### src/include/dbseq_consts.vh
// constants for the delayed branch sequencer
// assumes inclusion by the sequencer modules only
`ifndef DBSEQ_CONSTS_VH
`define DBSEQ_CONSTS_VH

// ----------------------------------------------------------------
// widths and depths
// ----------------------------------------------------------------
`define DBSEQ_AW          24
`define DBSEQ_SPW         5
`define DBSEQ_DEPTH       30

// ----------------------------------------------------------------
// pipeline timing
// ----------------------------------------------------------------
`define DBSEQ_SLOTS       2'd2
`define DBSEQ_IMM_LOST    2'd3
`define DBSEQ_RET_OFS     24'h000003
`define DBSEQ_IMM_RET_OFS 24'h000001

// ----------------------------------------------------------------
// condition codes seen by the sequencer
// ----------------------------------------------------------------
`define DBSEQ_CND_ALWAYS  2'h0
`define DBSEQ_CND_EQ      2'h1
`define DBSEQ_CND_NE      2'h2
`define DBSEQ_CND_OTHER   2'h3

`endif

### src/dbseq_core.v
// program sequencer branch control: delayed and immediate branches,
// pc stack effects inside delay slots, interrupt hold-off
// assumes decode presents one instruction per cycle with exec_adv
`timescale 1ns/1ps
`include "dbseq_consts.vh"

// Functional notes
// - a delayed jump or call runs both slot instructions, aborts the third, loses one cycle.
// - a delayed call pushes the address three past the call as its return.
// - a delayed branch and its slots are atomic; interrupts wait latched until it ends.
// - stack top and pointer reads in a slot already show the branch push or pop.
// - an idle in a slot stays idle since wake interrupts are held off.
// - back-to-back conditional delayed branches work when at most one is taken.
// - a delayed jump in the first slot restarts the group: two more slots run, then it goes to its own target.
// - a taken equal jump followed by a not-equal delayed jump makes the second a no-op.
// - an explicit push in a call slot lands above the return address.
// - an explicit pop in a slot discards the fresh return address, unprotected.
// - a top write in a jump slot with a non-empty stack replaces the top entry.
// - a top write in a jump slot with an empty stack does nothing.
// - a top write in a call slot overrides the call's automatic push.
// - an undelayed branch aborts fetch1, fetch2 and decode, losing three cycles.
// - a delayed call pushes its return address as the call is decoded.
module dbseq_core #(
  parameter AW  = `DBSEQ_AW,
  parameter SPW = `DBSEQ_SPW
) (
  input  wire           clk,
  input  wire           reset_n,
  input  wire           exec_adv,
  input  wire [AW-1:0]  dec_pc,
  input  wire           dec_branch,
  input  wire           dec_call,
  input  wire           dec_rts,
  input  wire           dec_delay_slot_modifier,
  input  wire [1:0]     dec_cond,
  input  wire           dec_cond_true,
  input  wire [AW-1:0]  dec_target,
  input  wire           dec_push,
  input  wire           dec_pop,
  input  wire           dec_wr_top,
  input  wire [AW-1:0]  dec_wr_data,
  input  wire           dec_idle,
  input  wire           irq_pending,
  output reg            redirect_r,
  output reg  [AW-1:0]  redirect_pc_r,
  output reg  [1:0]     squash_cnt_r,
  output reg            irq_accept_r,
  output reg            irq_hold_r,
  output reg            idle_r,
  output reg            in_slot_r,
  output reg  [AW-1:0]  pc_stack_top_reg,
  output reg  [SPW-1:0] pc_stack_pointer_reg
);

  // ----------------------------------------------------------------
  // decode-stage branch qualification
  // ----------------------------------------------------------------
  wire          slot_busy;
  wire [1:0]    slot_left;
  wire          eq_taken_r_hit;
  wire          br_taken;
  wire          db_taken;
  wire          imm_taken;
  wire          stk_push;
  wire [AW-1:0] stk_push_data;
  wire          stk_pop;
  wire          stk_wr;
  wire [AW-1:0] stk_top;
  wire [SPW-1:0] stk_ptr;

  reg           eq_taken_r;
  reg           pend_r;
  reg  [AW-1:0] pend_pc_r;
  reg  [1:0]    pend_wait_r;

  // not-equal jump right behind a taken equal jump is a no-op
  assign eq_taken_r_hit = eq_taken_r && (dec_cond == `DBSEQ_CND_NE);

  // only one of two exclusive conditional branches is taken
  assign br_taken  = dec_branch && exec_adv && dec_cond_true
                     && !eq_taken_r_hit;
  assign db_taken  = br_taken && dec_delay_slot_modifier;
  assign imm_taken = br_taken && !dec_delay_slot_modifier;

  // remember a taken delayed equal jump for one decode slot
  always @(posedge clk or negedge reset_n)
  begin
    if (!reset_n)
      eq_taken_r <= 1'b0;
    else if (exec_adv)
      eq_taken_r <= db_taken && (dec_cond == `DBSEQ_CND_EQ);
  end

  // ----------------------------------------------------------------
  // slot counter and atomic group
  // ----------------------------------------------------------------
  dbseq_slot_cnt u_slot (
    .clk      (clk),
    .reset_n  (reset_n),
    .start    (db_taken),
    .exec_adv (exec_adv),
    .left_r   (slot_left),
    .busy_r   (slot_busy)
  );

  // ----------------------------------------------------------------
  // pc stack request merge
  // ----------------------------------------------------------------
  // the call push is made at decode so slot reads already see it;
  // a slot push simply stacks on top of it, a slot pop removes it
  assign stk_push = (br_taken && dec_call)
                    || (dec_push && exec_adv);
  assign stk_push_data = (br_taken && dec_call)
                         ? (db_taken ? dec_pc + `DBSEQ_RET_OFS
                                     : dec_pc + `DBSEQ_IMM_RET_OFS)
                         : dec_pc;
  // explicit pop in a slot is passed through unguarded
  assign stk_pop = (dec_pop && exec_adv)
                   || (br_taken && dec_rts);
  // top write in a slot: replaces top, or the call push; empty = none
  assign stk_wr  = dec_wr_top && exec_adv;

  dbseq_pc_stack #(
    .AW    (AW),
    .SPW   (SPW),
    .DEPTH (`DBSEQ_DEPTH)
  ) u_stack (
    .clk       (clk),
    .reset_n   (reset_n),
    .push      (stk_push),
    .push_data (stk_push_data),
    .pop       (stk_pop),
    .wr_top    (stk_wr),
    .wr_data   (dec_wr_data),
    .top_r     (stk_top),
    .ptr_r     (stk_ptr)
  );

  // stack readout registered each cycle; slot reads see the push
  always @(posedge clk or negedge reset_n)
  begin
    if (!reset_n)
    begin
      pc_stack_top_reg     <= {AW{1'b0}};
      pc_stack_pointer_reg <= {SPW{1'b0}};
    end
    else
    begin
      pc_stack_top_reg     <= stk_top;
      pc_stack_pointer_reg <= stk_ptr;
    end
  end

  // ----------------------------------------------------------------
  // redirect scheduling
  // ----------------------------------------------------------------
  // a delayed branch waits for two slot instructions; a new delayed
  // branch in a slot replaces the pending target and restarts
  always @(posedge clk or negedge reset_n)
  begin
    if (!reset_n)
    begin
      pend_r      <= 1'b0;
      pend_pc_r   <= {AW{1'b0}};
      pend_wait_r <= 2'h0;
    end
    else if (db_taken)
    begin
      pend_r      <= 1'b1;
      pend_pc_r   <= dec_target;
      pend_wait_r <= `DBSEQ_SLOTS;
    end
    else if (pend_r && exec_adv)
    begin
      if (pend_wait_r == 2'h1)
        pend_r <= 1'b0;
      pend_wait_r <= pend_wait_r - 2'h1;
    end
  end

  // redirect pulse and squash count toward fetch
  always @(posedge clk or negedge reset_n)
  begin
    if (!reset_n)
    begin
      redirect_r    <= 1'b0;
      redirect_pc_r <= {AW{1'b0}};
      squash_cnt_r  <= 2'h0;
    end
    else if (imm_taken)
    begin
      redirect_r    <= 1'b1;
      redirect_pc_r <= dec_rts ? stk_top : dec_target;
      squash_cnt_r  <= `DBSEQ_IMM_LOST;
    end
    else if (pend_r && exec_adv && pend_wait_r == 2'h1)
    begin
      redirect_r    <= 1'b1;
      redirect_pc_r <= pend_pc_r;
      squash_cnt_r  <= 2'h1;
    end
    else
    begin
      redirect_r    <= 1'b0;
      squash_cnt_r  <= 2'h0;
    end
  end

  // ----------------------------------------------------------------
  // interrupt hold-off and idle
  // ----------------------------------------------------------------
  // group is busy from branch decode until both slots leave execute
  always @(posedge clk or negedge reset_n)
  begin
    if (!reset_n)
    begin
      irq_hold_r   <= 1'b0;
      irq_accept_r <= 1'b0;
      in_slot_r    <= 1'b0;
    end
    else
    begin
      irq_hold_r   <= db_taken || slot_busy;
      irq_accept_r <= irq_pending && !db_taken && !slot_busy
                      && !irq_accept_r;
      in_slot_r    <= slot_left != 2'h0;
    end
  end

  // idle ends only on a pending interrupt, never inside a group
  always @(posedge clk or negedge reset_n)
  begin
    if (!reset_n)
      idle_r <= 1'b0;
    else if (dec_idle && exec_adv)
      idle_r <= 1'b1;
    else if (irq_pending && !slot_busy && !db_taken)
      idle_r <= 1'b0;
  end

endmodule // dbseq_core

### src/dbseq_pc_stack.v
// pc stack storage with registered top-of-stack read
// assumes the sequencer resolves push, pop and top writes per cycle
`timescale 1ns/1ps
`include "dbseq_consts.vh"

module dbseq_pc_stack #(
  parameter AW    = `DBSEQ_AW,
  parameter SPW   = `DBSEQ_SPW,
  parameter DEPTH = `DBSEQ_DEPTH
) (
  input  wire           clk,
  input  wire           reset_n,
  input  wire           push,
  input  wire [AW-1:0]  push_data,
  input  wire           pop,
  input  wire           wr_top,
  input  wire [AW-1:0]  wr_data,
  output reg  [AW-1:0]  top_r,
  output reg  [SPW-1:0] ptr_r
);

  reg [AW-1:0] mem [0:DEPTH-1];
  reg [SPW-1:0] ptr_nxt;

  // ----------------------------------------------------------------
  // pointer update
  // ----------------------------------------------------------------
  // overflow is not guarded, software owns that; a pop at zero leaves the pointer at zero
  always @*
  begin
    ptr_nxt = ptr_r;
    if (push && !pop)
      ptr_nxt = ptr_r + 1'b1;
    else if (pop && !push && ptr_r != {SPW{1'b0}})
      ptr_nxt = ptr_r - 1'b1;
  end

  always @(posedge clk or negedge reset_n)
  begin
    if (!reset_n)
      ptr_r <= {SPW{1'b0}};
    else
      ptr_r <= ptr_nxt;
  end

  // ----------------------------------------------------------------
  // storage and top readout
  // ----------------------------------------------------------------
  // a top write lands after a push of the same cycle, so it wins
  always @(posedge clk)
  begin
    if (push && !pop)
      mem[ptr_r] <= wr_top ? wr_data : push_data;
    else if (wr_top && ptr_r != {SPW{1'b0}})
      mem[ptr_r - 1'b1] <= wr_data;
  end

  always @(posedge clk or negedge reset_n)
  begin
    if (!reset_n)
      top_r <= {AW{1'b0}};
    else if (push && !pop)
      top_r <= wr_top ? wr_data : push_data;
    else if (wr_top && ptr_r != {SPW{1'b0}})
      top_r <= wr_data;
    else if (pop && ptr_nxt != {SPW{1'b0}})
      top_r <= mem[ptr_nxt - 1'b1];
    else if (pop)
      top_r <= {AW{1'b0}};
  end

endmodule // dbseq_pc_stack

### src/dbseq_slot_cnt.v
// counter of delay-slot instructions still to leave execute
// assumes start pulses come from decode of a taken delayed branch
`timescale 1ns/1ps
`include "dbseq_consts.vh"

module dbseq_slot_cnt (
  input  wire       clk,
  input  wire       reset_n,
  input  wire       start,
  input  wire       exec_adv,
  output reg  [1:0] left_r,
  output reg        busy_r
);

  reg [1:0] left_nxt;

  // ----------------------------------------------------------------
  // count down one per instruction leaving execute
  // ----------------------------------------------------------------
  // a restart reloads, so a branch in a slot extends the group
  always @*
  begin
    left_nxt = left_r;
    if (start)
      left_nxt = `DBSEQ_SLOTS;
    else if (exec_adv && left_r != 2'h0)
      left_nxt = left_r - 2'h1;
  end

  always @(posedge clk or negedge reset_n)
  begin
    if (!reset_n)
    begin
      left_r <= 2'h0;
      busy_r <= 1'b0;
    end
    else
    begin
      left_r <= left_nxt;
      busy_r <= (left_nxt != 2'h0);
    end
  end

endmodule // dbseq_slot_cnt

### config.mk
export PLATFORM = sky130hd
export DESIGN_NAME = dbseq_core
export DESIGN_NICKNAME = d
export VERILOG_FILES = /design/src/dbseq_core.v /design/src/dbseq_pc_stack.v /design/src/dbseq_slot_cnt.v
export VERILOG_INCLUDE_DIRS = /design/src /design/src/include
export SDC_FILE = /design/constraint.sdc
export NUM_CORES = 1
export LEC_CHECK = 0
export BUFFER_PORTS_ARGS = -buffer_cell sky130_fd_sc_hd__buf_2
export CAP_MARGIN = 20
export CORE_MARGIN = 1.5
export CORE_UTILIZATION = 40
export CTS_CLUSTER_DIAMETER = 80
export DETAILED_ROUTE_END_ITERATION = 10
export PLACE_DENSITY_LB_ADDON = 0.2
export SYNTH_ARGS = -nofsm -noshare
export SYNTH_HDL_FRONTEND = slang
export SYNTH_HIERARCHICAL = 1
export SYNTH_SLANG_ARGS = --single-unit
### constraint.sdc
create_clock -name clk -period 7.9 [get_ports clk]
set_input_delay 0.395 -clock clk [delete_from_list [all_inputs] [get_ports clk]]
set_output_delay 0.395 -clock clk [all_outputs]
set_load 0.05 [all_outputs]
[Word-level counts from Yosys, hierarchy flattened]
Memories as Yosys holds them, arrays and structs flattened.
Cells that the tools add are included.
Word-level totals
  flip-flop bits (word level): 120
  latch bits: 0
  RAM bits: 720
  memory bits (read-only): 0
  output and inout port bits: 60
  logic and storage cells: 108
  memories: 1
Operators by class
  add/subtract/negate cells: 7
  $mul: 0
  divide/modulo/power cells: 0
  order comparisons: 0
  eq/ne operators: 3
  shift-type cells: 0
  mux-type cells: 33
  bitwise gates (word level): 0
  reductions and logical operators: 47
Memories
  u_stack.mem: depth 30, bits a word 24, rd ports 1, clocked after Yosys merged registers in 0, write ports 1, RTL line dbseq_pc_stack.v:22  | reg [AW-1:0] mem [0:DEPTH-1];
Operators with widths (number)
  2-to-1 mux 24 bit: 11
  logical AND 1 bit: 26
  adder 24 x 1 -> 24 bit, second input constant: 1
  adder 24 x 2 -> 24 bit, second input constant: 1
  OR reduction 24 bit: 1
  2-to-1 mux 5 bit: 3
  2-to-1 mux 1 bit: 14
  nonzero test 2 bit: 6
  2-to-1 mux 2 bit: 5
  nonzero test 5 bit: 2
  subtractor 5 x 1 -> 5 bit, second input constant: 2
  zero test 1 bit: 7
  adder 5 x 1 -> 5 bit, second input constant: 1
  equality test 2 x 1 -> 1 bit, second input constant: 2
  nonzero test 4 bit: 1
  subtractor 2 x 1 -> 2 bit, second input constant: 2
  logical OR 1 bit: 3
  equality test 2 bit, second input constant: 1
  AND reduction 2 bit: 1

[Logic depth before layout (Yosys ltp)]
  depth in word-level cells: 16
  mapped depth: 20
  depth with buffers taken out: 14

[Cells and area by module]
The synthesis kept the hierarchy.
By module, submodules not included
  dbseq_pc_stack: times used 1, cells an instance 1517, area an instance 29523.3 um2, sequential area each 22346.4 um2
  dbseq_core: times used 1, cells an instance 332, area an instance 4028.9 um2, sequential area each 2177.1 um2
  dbseq_slot_cnt: times used 1, cells an instance 15, area an instance 157.7 um2, sequential area each 75.1 um2

[Least setup slack after synthesis]
No wires, ideal clock.
  path type: input-to-reg
  from: input dec_rts
  to: register u_stack.top_r[11]
  library setup time: 0.139 ns
  arrival time: 4.472 ns
  slack: 3.289 ns
  stages on the path: 18
  path buffers: 8
  cell sequence: buf_2 > buf_1 > a22o_1 > buf_2 > nor2b_1 > a21o_1 > xnor2_2 > clkbuf_1 > clkbuf_1 > ha_1 > clkbuf_1 > clkbuf_1 > clkbuf_1 > mux4_2 > mux2i_1 > o22ai_1 > a2111oi_0 > a21oi_1
On the way
  word-level cells in the longest chain between the ends: 11
Ends and longest elaborated chain
  from (decl): RTL line dbseq_core.v:33  | input wire dec_rts,
  logical AND 1 bit *: RTL line dbseq_core.v:119  | || (br_taken && dec_rts);
  logical OR 1 bit *: RTL line dbseq_core.v:119
  named net stk_pop: RTL line dbseq_core.v:66  | wire stk_pop;
  logical AND 1 bit (2 in series): RTL line dbseq_pc_stack.v:34  | else if (pop && !push && ptr_r != {SPW{1'b0}})
  2-to-1 mux 5 bit: RTL line dbseq_pc_stack.v:34
  2-to-1 mux 5 bit: RTL line dbseq_pc_stack.v:32  | if (push && !pop)
  subtractor 5 x 1 -> 5 bit / nonzero test 5 bit (equally long branches): RTL line dbseq_pc_stack.v:67, dbseq_pc_stack.v:66
  memory (30 x 24 bit) / logical AND 1 bit (equally long branches)
  2-to-1 mux 24 bit: RTL line dbseq_pc_stack.v:66  | else if (pop && ptr_nxt != {SPW{1'b0}})
  2-to-1 mux 24 bit: RTL line dbseq_pc_stack.v:64  | else if (wr_top && ptr_r != {SPW{1'b0}})
  2-to-1 mux 24 bit: RTL line dbseq_pc_stack.v:62  | else if (push && !pop)
  to (signal assigned): RTL line dbseq_pc_stack.v:63  | top_r <= wr_top ? wr_data : push_data;
  to (signal assigned): RTL line dbseq_pc_stack.v:65  | top_r <= wr_data;
  to (signal assigned): RTL line dbseq_pc_stack.v:67  | top_r <= mem[ptr_nxt - 1'b1];
  to (decl): RTL line dbseq_pc_stack.v:18  | output reg [AW-1:0] top_r,
The timed path passes the listed nets; every way through them passes the cells marked *.
A chain may end at the register's enable or synchronous reset.

[Worst setup path in the final report]
  from: input dec_cond[1]
  to: register u_stack.top_r[20]
On the way
  word-level cells in the longest chain between the ends: 16
Ends and longest elaborated chain
  from (decl): RTL line dbseq_core.v:35  | input wire [1:0] dec_cond,
  equality test 2 bit (no source line) *
  logical AND 1 bit *: RTL line dbseq_core.v:77  | assign eq_taken_r_hit = eq_taken_r && (dec_cond == `DBSEQ_CND_NE);
  zero test 1 bit *: RTL line dbseq_core.v:81  | && !eq_taken_r_hit;
  logical AND 1 bit *: RTL line dbseq_core.v:81
  logical AND 1 bit *: RTL line dbseq_core.v:111  | assign stk_push = (br_taken && dec_call)
  logical OR 1 bit *: RTL line dbseq_core.v:112  | || (dec_push && exec_adv);
  named net stk_push: RTL line dbseq_core.v:64  | wire stk_push;
  zero test 1 bit: RTL line dbseq_pc_stack.v:34
  logical AND 1 bit (2 in series): RTL line dbseq_pc_stack.v:34
  2-to-1 mux 5 bit: RTL line dbseq_pc_stack.v:34
  2-to-1 mux 5 bit: RTL line dbseq_pc_stack.v:32
  subtractor 5 x 1 -> 5 bit / nonzero test 5 bit (equally long branches): RTL line dbseq_pc_stack.v:67, dbseq_pc_stack.v:66
  memory (30 x 24 bit) / logical AND 1 bit (equally long branches)
  2-to-1 mux 24 bit: RTL line dbseq_pc_stack.v:66
  2-to-1 mux 24 bit: RTL line dbseq_pc_stack.v:64
  2-to-1 mux 24 bit: RTL line dbseq_pc_stack.v:62
Marked as above.

==> results.py <==
metrics = {
    "synthesis": {
        "synth.most_common_cell": "edfxtp_1",
        "synth_seq_cells": 839,
        "synthArstFlopShare": 0.142,
        "synth.area.mux_share": 0.150,
        "synth_area_leaders": "edfxtp_1 64%, mux4_2 11%, dfrtp_1 8.8%, nand2_1 1.7%, mux2_2 1.5%",
        "synth-edff-count": 720,
        "synthFlopType": "edfxtp_1",
        "synthAdderAreaFrac": 0.00282,
        "netlist_instances": 1864,
        "ys_warn_count": 6,
        "synth_simple_gate_area_frac": 0.0514,
        "synth.top_cell.area_share": 0.641,
        "avgSynthCellArea_um2": 18.1,
        "yosysUniqueCellTypes": 74,
        "yosysSeqAreaShare": 0.730,
        "synthXorXnorAreaFrac": 0.00932,
        "syn-num-nets": 1958,
        "syn_area_um2": 33700,
        "synth_top_family_by_area": "multiplexers",
        "synth_compound_area_frac": 0.0408,
        "yosys-top-cells-count": "720 x edfxtp_1, 170 x mux4_2, 154 x nand2_1",
        "synth_top_area_cell": "edfxtp_1",
    },
    "drt": {
        "first_pass_iters": 5,
        "vias": 18300,
        "viasPerCell": 5.66,
        "routedWlPerCell_um": 26.6,
        "wl_um": 85900,
        "initialDrtViolationCount": 1821,
        "post-route-drc-count": 0,
        "final_antenna_net_count": 0,
    },
    "power": {
        "internal_power_mw": 10.1,
        "power_switching_mw": 5.77,
        "leakage_nw": 13.2,
        "p_clk_frac": 0.253,
        "switching_share": 0.364,
        "ir_drop_uv": 409,
        "seqPwrFrac": 0.349,
        "comb_power_share": 0.398,
        "p_per_area_nw_per_um2": 406,
    },
    "setup_path": {
        "critPathRequiredTime_ps": 8360,
        "crit_path_end_kind": "flip-flop",
        "cp_max_fo": 67,
        "worstPathCellList": "dlygate4sd3_1, buf_2, nand3b_1, nand3_1, nand2_1, nor2b_1, a21o_1, xnor2_4, buf_4, inv_8, buf_4, mux4_2, a21oi_1, o22ai_1, a2111oi_0, a21oi_1",
        "cpMaxStageDelayCell": "nor2b_1",
        "worstPathArrival_ps": 6400,
        "critPathKind": "primary input to flip-flop",
        "worst-path-buf-inv": 5,
        "slowest_delay_ps": 810,
        "critical_path.top_delay_family": "buffers and inverters",
        "crit_path_start_kind": "primary input",
    },
    "cts": {
        "clockBufferDepth": 3,
        "clock-sinks": 839,
        "clkTransAtPathRegs_ps": 60,
        "cts_htree_levels": 3,
        "tritoncts": "yes",
        "cts_resized": 0,
        "cts_root_buffer": "clkbuf_16",
        "cts_buffers": 86,
        "clkLatencyLatePin_ps": 640,
    },
    "sta": {
        "fin_crit_ps": 5940,
        "setup_viol": 0,
        "worstMarginPinSlew_ps": 1200,
        "grt_setup_unrepaired": "no",
        "slew_viol_final": 0,
        "fin_tns_setup_ps": 0,
        "fmax_ghz": 0.168,
        "hold_viol": 0,
        "max_slew_margin": 0.180,
        "fin_crit_sh": 0.752,
        "finClkSkew_ps": 21.8,
    },
    "flow_run": {
        "cap_viol_max_count": 0,
    },
    "final_layout": {
        "nNetsFinal": 2172,
        "syn2layout_area_growth_pct": 15.9,
        "largest_reg_flops": 720,
        "drive_gt1_frac": 0.282,
        "post-route-util": 0.467,
        "fillCellCount": 7036,
        "top_register": "u_stack/mem",
        "design_area_um2": 39100,
    },
    "place": {
        "gp_congestion": 0.834,
        "dp_hpwl_um": 53800,
        "place_area_um2": 35900,
        "portBuffers": 146,
    },
    "floorplanning": {
        "die_w_um": 293,
        "initial_utilization": 0.403,
        "dieArea_um2": 86000,
        "pin_count": 147,
        "core_area_um2": 83600,
        "die_h_um": 293,
        "rows": 106,
    },
    "global_routing": {
        "overflow": 0,
        "grt_max_degree": 76,
        "antenna_found_initial": 6,
        "grt_pass1_vias": 18500,
        "grt.total_usage": 0.200,
        "grt_pass1_wl_um": 126000,
    },
    "worst_hold_path": {
        "min_path_type": "primary input to flip-flop",
    },
    "run_status": {
        "outcome": "finished, final reports clean",
    },
}
## through the flow
step           hold slack, ps  power [mW]  std cells  worst slack (ps)
2_1_floorplan            99.4        10.0       1864              3290
3_3_place_gp              414        11.9       3040              1930
3_5_place_dp              424        12.0       3040              1740
4_1_cts                 0.310        16.0       3225              2050
5_1_grt                  26.0        16.6       3231              1630
6_report                 32.9        15.9       3232              1960
## logic make-up after synthesis
| family | after synthesis |
|---|---|
| flops | 839 |
| simple gates | 367 |
| buf+inv | 121 |
| fa+ha+maj | 7 |
| xor+xnor | 35 |
| compound gates | 212 |
| mux | 283 |
## power by group through the flow
stage / Sequential [mW] / Combinational, mW / Clock [mW]
finish: 5.54 / 6.32 / 4.02
global route: 5.58 / 6.72 / 4.27
CTS: 5.54 / 6.37 / 4.11
detailed placement: 5.63 / 6.34 / 0
global placement: 5.61 / 6.31 / 0
floorplan: 6.00 / 4.03 / 0
## worst register-to-register path, delay by kind of cell (launching register included)
family | cells | cell delay (ps)
AND/OR/NAND/NOR | 4 | 1690
AO/OA/AOI/OAI | 5 | 1420
multiplexers | 1 | 570
flip-flops | 1 | 400
buffers and inverters | 3 | 1500
XOR/XNOR | 1 | 160
## routing by layer
layer	global-route usage	up-vias	wire length, um
li1	-	7881	-
met1	0.287	9646	37800
met2	0.318	643	40500
met3	0.0307	114	5540
met4	0.0577	8	1960
met5	0	-	65
## cell type report
type / instances / area [um2] / area share
Multi-Input combinational cell: 904 / 8700 / 0.223
Timing Repair Buffer: 230 / 1510 / 0.0387
Sequential cell: 839 / 24600 / 0.630
Inverter: 17 / 71.3 / 0.00183
Clock inverter: 49 / 464 / 0.0119
Clock buffer: 111 / 2350 / 0.0602
Antenna cell: 2 / 5.00 / 0.000128
Tap cell: 1080 / 1350 / 0.0346
## path summary, 6_finish.rpt
check / from / end / slack (ps) / cells after the start
worst min register to register: irq_accept_r / irq_accept_r / 430 / 1
worst max-delay path: dec_cond[1] / u_stack/top_r[20] / 1960 / 16
min in group asynchronous: reset_n / pend_pc_r[8] / 340 / 2
worst min-delay path: dec_wr_data[9] / u_stack/top_r[9] / 30 / 3
max in group asynchronous: reset_n / pend_pc_r[1] / 6500 / 4
worst max register to register: eq_taken_r / u_stack/top_r[20] / 1980 / 14
## what timing repair did
action                    CTS  global route
hold endpoints to repair   68             0
setup buffers               0             0
hold buffers               25             0
## cells in the final DEF (no fill, tap or decap), types with 43 or more instances in the layout
cell | Yosys | routed
a21oi_1 | 90 | 90
buf_2 | 29 | 145
buf_4 | 9 | 52
clkbuf_16 | 0 | 88
dfrtp_1 | 119 | 119
edfxtp_1 | 720 | 720
mux2_2 | 44 | 44
mux2i_1 | 43 | 43
mux4_2 | 170 | 170
nand2_1 | 154 | 154
nand3_1 | 47 | 47
nor2_1 | 95 | 65
(Power assumes the default switching activity.)
